$ cat src/verilog/slc_map.svh
// Purpose: Offsets, field positions, reset values and timing figures of the link-state controller
// Assumes: Byte addresses on a 32-bit AHB-Lite bus, one aligned word per register
// Notes: Times are in nanoseconds; cycle counts are derived in the module
`ifndef SLC_MAP_SVH
`define SLC_MAP_SVH

`define SLC_CTRL_ADDR 8'h00
`define SLC_STATUS_ADDR 8'h04
`define SLC_RXDATA_ADDR 8'h08

`define SLC_CTRL_W 6
`define SLC_CTRL_RESET 6'h0f
`define SLC_RX_SLEEP_N_BIT 0
`define SLC_TX_SLEEP_N_BIT 1
`define SLC_RX_OE_BIT 2
`define SLC_TX_OE_BIT 3
`define SLC_LINE_LOOP_BIT 4
`define SLC_LOCAL_LOOP_BIT 5

`define SLC_HCLK_NS 20
`define SLC_BIT_NS 160
`define SLC_DISC_NS 1600
`define SLC_WORD_BITS 18
`define SLC_ACQ_WORDS 150
`define SLC_ALIGN_WORDS 6
`define SLC_MISS_LIMIT 2
`define SLC_PLL_EDGES 16
`define SLC_ALIGN_WORD 16'hff00

`endif

$ cat src/verilog/slc_pkg.sv
// Purpose: Types shared by the link-state controller
// Assumes: Nothing beyond SystemVerilog packages
// Notes: State codes are written out so status reads are stable
package slc_pkg;
  typedef enum logic [1:0] {
    SLC_RX_SLEEP = 2'b00,
    SLC_RX_INIT = 2'b01,
    SLC_RX_HUNT = 2'b10,
    SLC_RX_LOCKED = 2'b11
  } slc_rx_state_t;

  typedef enum logic [1:0] {
    SLC_TX_SLEEP = 2'b00,
    SLC_TX_PLL = 2'b01,
    SLC_TX_INIT = 2'b10,
    SLC_TX_RUN = 2'b11
  } slc_tx_state_t;
endpackage

$ cat src/verilog/slc_serdes_ctl.sv
// Purpose: Lock, sleep, output-enable and loopback control for a 16-bit embedded-clock serial link
// Assumes: hclk at 50 MHz; link_clock and serial_in come from the remote end and are resynchronised here
// Notes: Control bits live in a register reached over AHB-Lite; the slave has no wait states
//
// The AHB-Lite register port and the address map were chosen for this implementation.
`timescale 1ns/1ps
`include "slc_map.svh"

// Overview of operation
// - two consecutive missed clock edges drop lock
// - after loss, hunt for edge and relock automatically
// - receive data valid only while lock low
// - several candidate clock positions per word block lock
// - single candidate again lets receiver lock
// - receiver sleep stops PLL, outputs high impedance
// - leaving receiver sleep enters initialization
// - transmitter sleep stops PLL, serial output off except in line loopback
// - transmitter PLL locks word clock before initialization
// - receive enable low floats data and strobe
// - transmit enable low floats serial output
// - line loopback routes serial input to both outputs
// - local loopback returns parallel input, serial off
// - data and strobe float until transmission seen and locked
// - disconnected input floats data and strobe and drops lock
// - word is start one, sixteen bits, stop zero
// - alignment word is eight ones then eight zeros
// - alignment stream locks after 150 word cycles
// - request held six words sends alignment words
module slc_serdes_ctl #(
  parameter int ACQ_WORDS = `SLC_ACQ_WORDS,     // Good words needed before lock
  parameter int ALIGN_WORDS = `SLC_ALIGN_WORDS, // Request words before alignment is sent
  parameter int PLL_EDGES = `SLC_PLL_EDGES      // Local clock edges for a PLL to settle
) (
  input wire logic hclk,                   // Bus and core clock
  input wire logic hresetn,                // Asynchronous reset, active low
  input wire logic hsel,                   // Slave select
  input wire logic [31:0] haddr,           // Byte address
  input wire logic [1:0] htrans,           // Transfer type
  input wire logic hwrite,                 // Write when high
  input wire logic [2:0] hsize,            // Transfer size
  input wire logic [31:0] hwdata,          // Write data
  input wire logic hready,                 // Bus ready
  output logic hreadyout,                  // Slave ready
  output logic hresp,                      // Response, always OKAY
  output logic [31:0] hrdata,              // Read data
  input wire logic link_clock,             // Remote bit clock
  input wire logic serial_in,              // Remote serial data
  input wire logic rx_reference_clock,     // Receiver local reference
  input wire logic tx_word_clock,          // Transmitter local word clock
  input wire logic [15:0] tx_parallel_in,  // Word to send
  input wire logic tx_align_req,           // Alignment request
  output logic serial_out,                 // Serial data out
  output logic serial_out_oe,              // Serial output driven
  output logic serial_out_clock,           // Bit clock out
  output logic [15:0] rx_parallel_out,     // Received word
  output logic rx_data_oe,                 // Data and strobe driven
  output logic rx_word_strobe,             // Recovered word pulse
  output logic rx_lock_n,                  // Lock indicator, low when locked
  output logic rx_lock_oe,                 // Lock indicator driven
  output logic repeated_edge_pattern       // Ambiguous clock position seen
);
  localparam int BIT_DIV = `SLC_BIT_NS / `SLC_HCLK_NS;
  localparam int DISC_CYCLES = `SLC_DISC_NS / `SLC_HCLK_NS;
  localparam int WB = `SLC_WORD_BITS;
  localparam logic [4:0] LAST_BIT = 5'(WB - 1);

  // Bus slave state
  logic act_q;                   // Data phase pending
  logic wr_q;                    // Pending access is a write
  logic [7:0] addr_q;            // Pending offset
  logic [`SLC_CTRL_W-1:0] ctrl;  // Control register

  // Synchronisers: first stage feeds only the second
  logic lk_s1, lk_s2, lk_s3;
  logic si_s1, si_s2;
  logic rf_s1, rf_s2, rf_s3;
  logic tw_s1, tw_s2, tw_s3;

  // Transmit side
  slc_pkg::slc_tx_state_t tx_state;
  logic [3:0] div;               // Bit-time divider
  logic [4:0] tx_pos;            // Bit within outgoing word
  logic [WB-1:0] tx_shift;       // Outgoing frame, start bit first
  logic [7:0] tx_pll_cnt;        // Word clock edges seen
  logic [7:0] align_cnt;         // Words with request held

  // Receive side
  slc_pkg::slc_rx_state_t rx_state;
  logic [WB-1:0] win;            // Last eighteen bits received
  logic [4:0] span;              // Free-running bit slot
  logic [4:0] cand_cnt;          // Candidates in this span
  logic [4:0] cand_pos;          // Slot of last candidate
  logic [4:0] last_pos;          // Slot found in previous span
  logic [4:0] phase;             // Locked word boundary slot
  logic [7:0] good_cnt;          // Consistent spans so far
  logic [1:0] miss_cnt;          // Consecutive missed edges
  logic [7:0] rf_cnt;            // Reference edges seen
  logic [7:0] idle_cnt;          // Cycles since last link edge
  logic line_bit;                // Retimed bit for line loopback

  // Control bit decode
  wire rx_awake = ctrl[`SLC_RX_SLEEP_N_BIT];
  wire tx_awake = ctrl[`SLC_TX_SLEEP_N_BIT];
  wire rx_oe_en = ctrl[`SLC_RX_OE_BIT];
  wire tx_oe_en = ctrl[`SLC_TX_OE_BIT];
  wire line_loop = ctrl[`SLC_LINE_LOOP_BIT];
  wire local_loop = ctrl[`SLC_LOCAL_LOOP_BIT];

  // Bus decode
  wire take = hsel & htrans[1] & hready & (hsize == 3'b010);
  wire wr_ctrl = act_q & wr_q & (addr_q == `SLC_CTRL_ADDR);
  wire locked = (rx_state == slc_pkg::SLC_RX_LOCKED);
  wire [31:0] status_word = {26'h0000000, repeated_edge_pattern, tx_state, rx_state, locked};
  wire [31:0] read_mux = (addr_q == `SLC_CTRL_ADDR) ? {26'h0000000, ctrl} :
                         (addr_q == `SLC_STATUS_ADDR) ? status_word :
                         (addr_q == `SLC_RXDATA_ADDR) ? {16'h0000, rx_parallel_out} : 32'h00000000;
  assign hrdata = (act_q & ~wr_q) ? read_mux : 32'h00000000;
  assign hreadyout = 1'b1;
  assign hresp = 1'b0;

  // Edge detection on resynchronised clocks
  wire link_tick = lk_s2 & ~lk_s3;
  wire rf_tick = rf_s2 & ~rf_s3;
  wire tw_tick = tw_s2 & ~tw_s3;

  // Transmit timing and word selection
  wire tx_tick = (div == 4'(BIT_DIV - 1));
  wire tx_word_end = tx_tick & (tx_pos == LAST_BIT);
  wire tx_framing = (tx_state == slc_pkg::SLC_TX_INIT) | (tx_state == slc_pkg::SLC_TX_RUN);
  wire send_align = (tx_state == slc_pkg::SLC_TX_INIT) | (align_cnt >= 8'(ALIGN_WORDS));
  wire [15:0] tx_word = send_align ? `SLC_ALIGN_WORD : tx_parallel_in;
  wire [WB-1:0] tx_frame = {1'b1, tx_word, 1'b0};

  // Receive bit source: own transmitter in local loopback, else the link
  wire rx_tick = local_loop ? (tx_tick & tx_framing) : link_tick;
  wire rx_bit = local_loop ? tx_shift[WB-1] : si_s2;
  wire [WB-1:0] next_win = {win[WB-2:0], rx_bit};
  wire cand_now = next_win[WB-1] & ~next_win[0];
  wire span_end = rx_tick & (span == LAST_BIT);
  wire [4:0] pos_now = cand_now ? span : cand_pos;
  wire [4:0] cand_total = cand_cnt + 5'(cand_now);
  wire span_good = (cand_total == 5'h01) & (pos_now == last_pos);
  wire lock_slot = rx_tick & (span == phase);
  wire disc = ~local_loop & (idle_cnt == 8'(DISC_CYCLES));
  wire lose = lock_slot & ~cand_now & (miss_cnt == 2'(`SLC_MISS_LIMIT - 1));

  // Bus address phase capture
  always_ff @(posedge hclk or negedge hresetn) begin
    if (!hresetn) begin
      act_q <= 1'b0;
      wr_q <= 1'b0;
      addr_q <= 8'h00;
    end else if (hready) begin
      act_q <= take;
      wr_q <= hwrite;
      addr_q <= haddr[7:0];
    end
  end

  // Control register write in the data phase
  always_ff @(posedge hclk or negedge hresetn) begin
    if (!hresetn) begin
      ctrl <= `SLC_CTRL_RESET;
    end else if (wr_ctrl) begin
      ctrl <= hwdata[`SLC_CTRL_W-1:0];
    end
  end

  // Two-stage synchronisers plus an edge stage
  always_ff @(posedge hclk or negedge hresetn) begin
    if (!hresetn) begin
      {lk_s1, lk_s2, lk_s3, si_s1, si_s2} <= 5'h00;
      {rf_s1, rf_s2, rf_s3, tw_s1, tw_s2, tw_s3} <= 6'h00;
    end else begin
      {lk_s1, lk_s2, lk_s3} <= {link_clock, lk_s1, lk_s2};
      {si_s1, si_s2} <= {serial_in, si_s1};
      {rf_s1, rf_s2, rf_s3} <= {rx_reference_clock, rf_s1, rf_s2};
      {tw_s1, tw_s2, tw_s3} <= {tx_word_clock, tw_s1, tw_s2};
    end
  end

  // Bit-time divider; the outgoing clock rises mid-bit
  always_ff @(posedge hclk or negedge hresetn) begin
    if (!hresetn) begin
      div <= 4'h0;
    end else begin
      div <= tx_tick ? 4'h0 : div + 4'h1;
    end
  end

  // Transmit state: sleep, PLL settle on word clock, one init word, run
  always_ff @(posedge hclk or negedge hresetn) begin
    if (!hresetn) begin
      tx_state <= slc_pkg::SLC_TX_SLEEP;
      tx_pll_cnt <= 8'h00;
    end else if (!tx_awake) begin
      tx_state <= slc_pkg::SLC_TX_SLEEP;
      tx_pll_cnt <= 8'h00;
    end else begin
      unique case (tx_state)
        slc_pkg::SLC_TX_SLEEP: tx_state <= slc_pkg::SLC_TX_PLL;
        slc_pkg::SLC_TX_PLL: begin
          // Word clock must tick before anything is framed
          if (tw_tick && tx_pll_cnt != 8'(PLL_EDGES)) begin
            tx_pll_cnt <= tx_pll_cnt + 8'h01;
          end
          if (tx_pll_cnt == 8'(PLL_EDGES) && tx_word_end) begin
            tx_state <= slc_pkg::SLC_TX_INIT;
          end
        end
        slc_pkg::SLC_TX_INIT: begin
          if (tx_word_end) begin
            tx_state <= slc_pkg::SLC_TX_RUN;
          end
        end
        slc_pkg::SLC_TX_RUN: tx_state <= slc_pkg::SLC_TX_RUN;
      endcase
    end
  end

  // Serialiser: load a frame at each word end, shift one bit per bit time
  always_ff @(posedge hclk or negedge hresetn) begin
    if (!hresetn) begin
      tx_pos <= 5'h00;
      tx_shift <= {WB{1'b0}};
      align_cnt <= 8'h00;
    end else if (tx_tick) begin
      tx_pos <= tx_word_end ? 5'h00 : tx_pos + 5'h01;
      tx_shift <= tx_word_end ? tx_frame : {tx_shift[WB-2:0], 1'b0};
      if (tx_word_end) begin
        // Request counted per word; after it drops, one more alignment word is loaded at the word end that clears the count
        align_cnt <= !tx_align_req ? 8'h00 :
                     (align_cnt >= 8'(ALIGN_WORDS)) ? align_cnt : align_cnt + 8'h01;
      end
    end
  end

  // Serial output: loopback source, gating by enable, sleep and local loopback
  always_ff @(posedge hclk or negedge hresetn) begin
    if (!hresetn) begin
      serial_out <= 1'b0;
      serial_out_clock <= 1'b0;
      serial_out_oe <= 1'b0;
      line_bit <= 1'b0;
    end else begin
      if (link_tick) begin
        line_bit <= si_s2;
      end
      serial_out <= line_loop ? line_bit : tx_shift[WB-1];
      serial_out_clock <= line_loop ? lk_s3 : (div >= 4'(BIT_DIV / 2));
      // Enable only gates the pin, so re-raising it resumes the same stream
      serial_out_oe <= tx_oe_en & ~local_loop &
                       (line_loop ? rx_awake : tx_framing);
    end
  end

  // Idle monitor for a disconnected input
  always_ff @(posedge hclk or negedge hresetn) begin
    if (!hresetn) begin
      idle_cnt <= 8'h00;
    end else if (link_tick) begin
      idle_cnt <= 8'h00;
    end else if (!disc) begin
      idle_cnt <= idle_cnt + 8'h01;
    end
  end

  // Receive window and free-running slot counter
  always_ff @(posedge hclk or negedge hresetn) begin
    if (!hresetn) begin
      win <= {WB{1'b0}};
      span <= 5'h00;
    end else if (rx_tick) begin
      win <= next_win;
      span <= (span == LAST_BIT) ? 5'h00 : span + 5'h01;
    end
  end

  // Candidate clock positions within each span
  always_ff @(posedge hclk or negedge hresetn) begin
    if (!hresetn) begin
      cand_cnt <= 5'h00;
      cand_pos <= 5'h00;
      last_pos <= 5'h00;
    end else if (rx_tick) begin
      cand_pos <= pos_now;
      cand_cnt <= span_end ? 5'h00 : cand_total;
      if (span_end) begin
        last_pos <= pos_now;
      end
    end
  end

  // Receive state machine
  always_ff @(posedge hclk or negedge hresetn) begin
    if (!hresetn) begin
      rx_state <= slc_pkg::SLC_RX_SLEEP;
      rf_cnt <= 8'h00;
      good_cnt <= 8'h00;
      miss_cnt <= 2'h0;
      phase <= 5'h00;
      repeated_edge_pattern <= 1'b0;
    end else if (!rx_awake) begin
      rx_state <= slc_pkg::SLC_RX_SLEEP;
      rf_cnt <= 8'h00;
      repeated_edge_pattern <= 1'b0;
    end else begin
      unique case (rx_state)
        slc_pkg::SLC_RX_SLEEP: rx_state <= slc_pkg::SLC_RX_INIT;
        slc_pkg::SLC_RX_INIT: begin
          // Without a running reference the receiver never leaves here
          if (rf_tick) begin
            rf_cnt <= rf_cnt + 8'h01;
          end
          if (rf_cnt == 8'(PLL_EDGES)) begin
            rx_state <= slc_pkg::SLC_RX_HUNT;
            good_cnt <= 8'h00;
          end
        end
        slc_pkg::SLC_RX_HUNT: begin
          if (span_end) begin
            repeated_edge_pattern <= (cand_total > 5'h01);
            good_cnt <= span_good ? good_cnt + 8'h01 : 8'h00;
            if (span_good && good_cnt == 8'(ACQ_WORDS - 1)) begin
              rx_state <= slc_pkg::SLC_RX_LOCKED;
              phase <= pos_now;
              miss_cnt <= 2'h0;
            end
          end
        end
        slc_pkg::SLC_RX_LOCKED: begin
          repeated_edge_pattern <= 1'b0;
          if (lose || disc) begin
            rx_state <= slc_pkg::SLC_RX_HUNT;
            good_cnt <= 8'h00;
          end else if (lock_slot) begin
            miss_cnt <= cand_now ? 2'h0 : miss_cnt + 2'h1;
          end
        end
      endcase
    end
  end

  // Parallel word and recovered strobe at each locked boundary
  always_ff @(posedge hclk or negedge hresetn) begin
    if (!hresetn) begin
      rx_parallel_out <= 16'h0000;
      rx_word_strobe <= 1'b0;
    end else begin
      // A sleep request wins over a word boundary in the same cycle
      rx_word_strobe <= locked & rx_awake & lock_slot & cand_now;
      if (locked && rx_awake && lock_slot && cand_now) begin
        rx_parallel_out <= next_win[WB-2:1];
      end
    end
  end

  // Lock indicator and pin drives follow the state directly
  assign rx_lock_n = ~locked;
  assign rx_lock_oe = rx_awake;
  assign rx_data_oe = rx_awake & rx_oe_en & locked;
endmodule

$ cat config.mk
export PLATFORM = sky130hd
export DESIGN_NAME = slc_serdes_ctl
export DESIGN_NICKNAME = d
export VERILOG_FILES = /design/src/verilog/slc_pkg.sv /design/src/verilog/slc_serdes_ctl.sv
export VERILOG_INCLUDE_DIRS = /design/src /design/src/verilog
export SDC_FILE = /design/constraint.sdc
export NUM_CORES = 1
export LEC_CHECK = 0
export BUFFER_PORTS_ARGS = -buffer_cell sky130_fd_sc_hd__buf_2
export CELL_PAD_IN_SITES_DETAIL_PLACEMENT = 0
export CELL_PAD_IN_SITES_GLOBAL_PLACEMENT = 1
export CORE_ASPECT_RATIO = 1.75
export CORE_MARGIN = 5
export CORE_UTILIZATION = 47
export CTS_BUF_LIST = sky130_fd_sc_hd__clkbuf_4
export DETAILED_ROUTE_END_ITERATION = 8
export PLACE_DENSITY_LB_ADDON = 0.1
export SYNTH_ARGS = -nofsm -noshare
export SYNTH_HDL_FRONTEND = slang
export SYNTH_SLANG_ARGS = --single-unit
$ cat constraint.sdc
create_clock -name hclk -period 6.6 [get_ports hclk]
set_input_delay 0.33 -clock hclk [delete_from_list [all_inputs] [get_ports hclk]]
set_output_delay 0.33 -clock hclk [all_outputs]
set_load 0.02 [all_outputs]
==> flow_summary.toml <==
[yosys]
synth_cell_types = 63
ys_ff_latch = 163
yosysTopAreaCellShare_pct = 51.5
ys_seq_area_share_pct = 52.9
ys_top_cells_by_area = "dfrtp_1, nand2_1, mux2_2, ha_1, xor2_1"
synth_edf_count = 0
synthArstFlopShare_pct = 100
syn-instance-count = 771
synth.avg_cell_area_um2 = 10.0
ys.flop_type = "dfrtp_1"
syn_area_um2 = 7720
yosys_warnings = 0
synth_largest_area_cell = "dfrtp_1"

[floorplan]
io_pins = 153
die_x_um = 107
coreArea_um2 = 16300
die_y_um = 180
die_area_um2 = 19200
row_count = 62
initial_core_util_pct = 47.4

[sta]
maxSlewHeadroom_pct = 28.3
setup_ws_ns = 2.61
slew_viol_final = 0
fmax_ghz = 0.251
period_minus_slack_ns = 3.99
period_share_pct = 60.4
setup_viol = 0
rsz0062_at_grt = "false"
hold_viol = 0
worst_pin_slew_ns = 1.07
fin_tns_setup_ns = 0
skew_ns = 0.0264

[power_and_ir_drop]
leakagePower_nw = 4.38
power_density_nw_per_um2 = 217
vdd_drop_max_uv = 109
power_mw = 1.90

[setup_path]
path_max_fanout = 31
critical_path_arrival_ns = 4.47
r2r-end = "good_cnt[4]"
cp_slowest_stage_delay_ns = 0.87
rr_startpoint = "div[0]"
start_kind = "flop"
cp_cell_sequence = "ha_1 -> nand3b_1 -> o22a_1 -> o31a_1 -> nor4_4 -> nor3b_4 -> a22o_1"
rrSetupSlack_ns = 2.61
crit_path_top_delay_cell = "o22a_1"
rr_worst_depth = 7
cp-end-kind = "flop"
cp.required_ns = 7.08
worstSetupPathType = "reg -> reg"

[drt]
initialDrtViolationCount = 231
drc = 0
viasPerCell = 5.30
drt_wl_total_mm = 17.1
drt-pass1-iter-count = 5
drtAntennaViolNets = 0
route.vias.total = 5721
post_drt_wl_per_cell_um = 15.8

[clocking]
htreeDepth = 4
cts_tree = "built"
worstSkewPairLatency_ns = 0.54
cts_resized = 0
clk_pin_slew_worst_paths_ns = 0.14
cts_buffer_depth = 2
cts_root_buf = "clkbuf_4"
numClockSinks = 163
cts_inserted_buffers = 17

[place]
io_buffers = 83
place.gp.congestion = 0.800
placedCellCount = 1020
hpwlAfterDp_mm = 12.2
pre_cts_ws_ns = 2.60
dpl-instance-area_um2 = 8240

[run_status]
run_status = "completed"

[grt]
grt_pass1_wl_mm = 29.2
grt_pass1_vias = 5933
grt_max_degree = 102
grt_usage_pct = 18.7
antenna_found_initial = 1
grt_overflow = 0

[cells_and_area]
fin_nets = 987
area_delta_synth_final_pct = 13.8
drive_gt1_share_pct = 17.6
stdcell_count = 1080
fin_area_um2 = 8790

[min_path]
hold_depth = 2
hold_path_class = "in -> reg"
min_to = "ctrl[1]"
min_from = "hwdata[1]"

[run]
max_cap_viol_count = 0
metal layers:
layer / vias up / share of wire (%) / global-route usage, %
met5: - / 0 / 0
met4: 0 / 1.8 / 6.61
met3: 21 / 2.6 / 3.55
met2: 94 / 55 / 33.8
met1: 2802 / 41 / 21.7
li1: 2804 / - / -
Yosys cell counts, drive strengths merged, types with 3 or more instances:
| master | count |
|---|---|
| nor4bb | 3 |
| a22oi | 4 |
| a31oi | 5 |
| nand3 | 22 |
| nand2b | 8 |
| o21ai | 27 |
| a21oi | 20 |
| a211oi | 3 |
| o22ai | 15 |
| buf | 24 |
| o22a | 3 |
| xor2 | 20 |
| dfrtp | 159 |
| nor2 | 44 |
| a222oi | 3 |
| mux2 | 23 |
| inv | 34 |
| nand3b | 5 |
| a21o | 4 |
| clkbuf | 23 |
| a22o | 9 |
| nor2b | 16 |
| and3 | 12 |
| dfstp | 4 |
| nor4 | 8 |
| or3 | 3 |
| mux2i | 12 |
| and2 | 13 |
| nand4 | 8 |
| xnor2 | 18 |
| nor3 | 10 |
| nand2 | 156 |
| ha | 18 |
| nor3b | 3 |
| o31ai | 8 |
critical path, delay by kind of cell, from the launching register on:
family          cells  cell delay, ns
flops               1            0.40
simple gates        3            1.68
compound gates      3            1.62
fa+ha+maj           1            0.23
cells by family (layout without fill, tap and decap cells):
| kind of cell | Yosys count | in the layout | synth area share, % |
|---|---|---|---|
| AOI/OAI and AO/OA | 110 | 110 | 9.39 |
| xor gates and xnor gates | 38 | 38 | 4.31 |
| muxes | 35 | 35 | 4.96 |
| DFF | 163 | 163 | 52.9 |
| adders and majority gates | 18 | 18 | 2.92 |
| other | 2 | 19 | 0.0972 |
| and+or+nand+nor | 323 | 323 | 20.4 |
| buffers and inverters | 82 | 182 | 5.02 |
flip-flops by register name, indices dropped and copies added, names as in the netlist, 8 cells and up:
name / flops
tx_pll_cnt: 8
rf_cnt: 8
good_cnt: 8
align_cnt: 8
idle_cnt: 8
rx_parallel_out: 16
win: 17
addr_q: 8
tx_shift: 17
timing repair:
item,4_1_cts,5_1_grt
hold buffers,27,0
endpoints found under the hold margin,124,0
buffers inserted,0,0
per-stage QoR:
stage,hold WS (ns),util (%)
detailed placement,0.335,50.6
floorplan,0.0344,-
finish,0.0521,54.0
CTS,0.00691,54.0
global route,0.00294,54.0
global placement,0.333,50.6
where the power goes:
part	total (mW)	switching, mW	leakage, nW	internal (mW)
clock network	0.594	0.356	0.145	0.238
registers	1.12	0.0683	2.13	1.05
logic	0.194	0.111	2.10	0.0834
area by class of cell:
cell class                 instances  area [µm²]
fill                            1516        7500
sequential                       163        4080
multi-input combinational        542        3330
timing repair buffer             115         729
tap                              192         240
clock buffer                      20         150
inverter                          35         131
clock inverter                    12         130
antenna                            1        2.50
placed cells by master (no fill, tap or decap), drive strengths merged, types with 3 or more instances in the layout:
cell type,n
nor2b,16
nor4,8
o21ai,27
clkinvlp,3
a222oi,3
nand3b,5
dfrtp,159
xnor2,18
mux2i,12
o22a,3
nand3,22
dlygate4sd3,27
a211oi,3
and3,12
clkbuf,20
or3,3
and2,13
nand2b,8
dfstp,4
a21o,4
o22ai,15
nand4,8
buf,88
nor3,10
a31oi,5
o31ai,8
a22o,9
nand2,156
nor4bb,3
inv,36
mux2,23
ha,18
a21oi,20
conb,18
nor2,44
nor3b,3
a22oi,4
xor2,20
clkinv,6
how the worst max path moves through the flow:
stage | startpoint | endpoint | slack (ns)
6_report | div[0] | good_cnt[4] | 2.61
5_1_grt | div[0] | good_cnt[4] | 2.19
4_1_cts | div[0] | good_cnt[4] | 2.55
3_5_place_dp | div[0] | good_cnt[3] | 2.60
3_3_place_gp | div[0] | good_cnt[4] | 2.65
2_1_floorplan | ctrl[5] | phase[0] | 3.77
No activity file was read; power rests on OpenSTA's default activity.
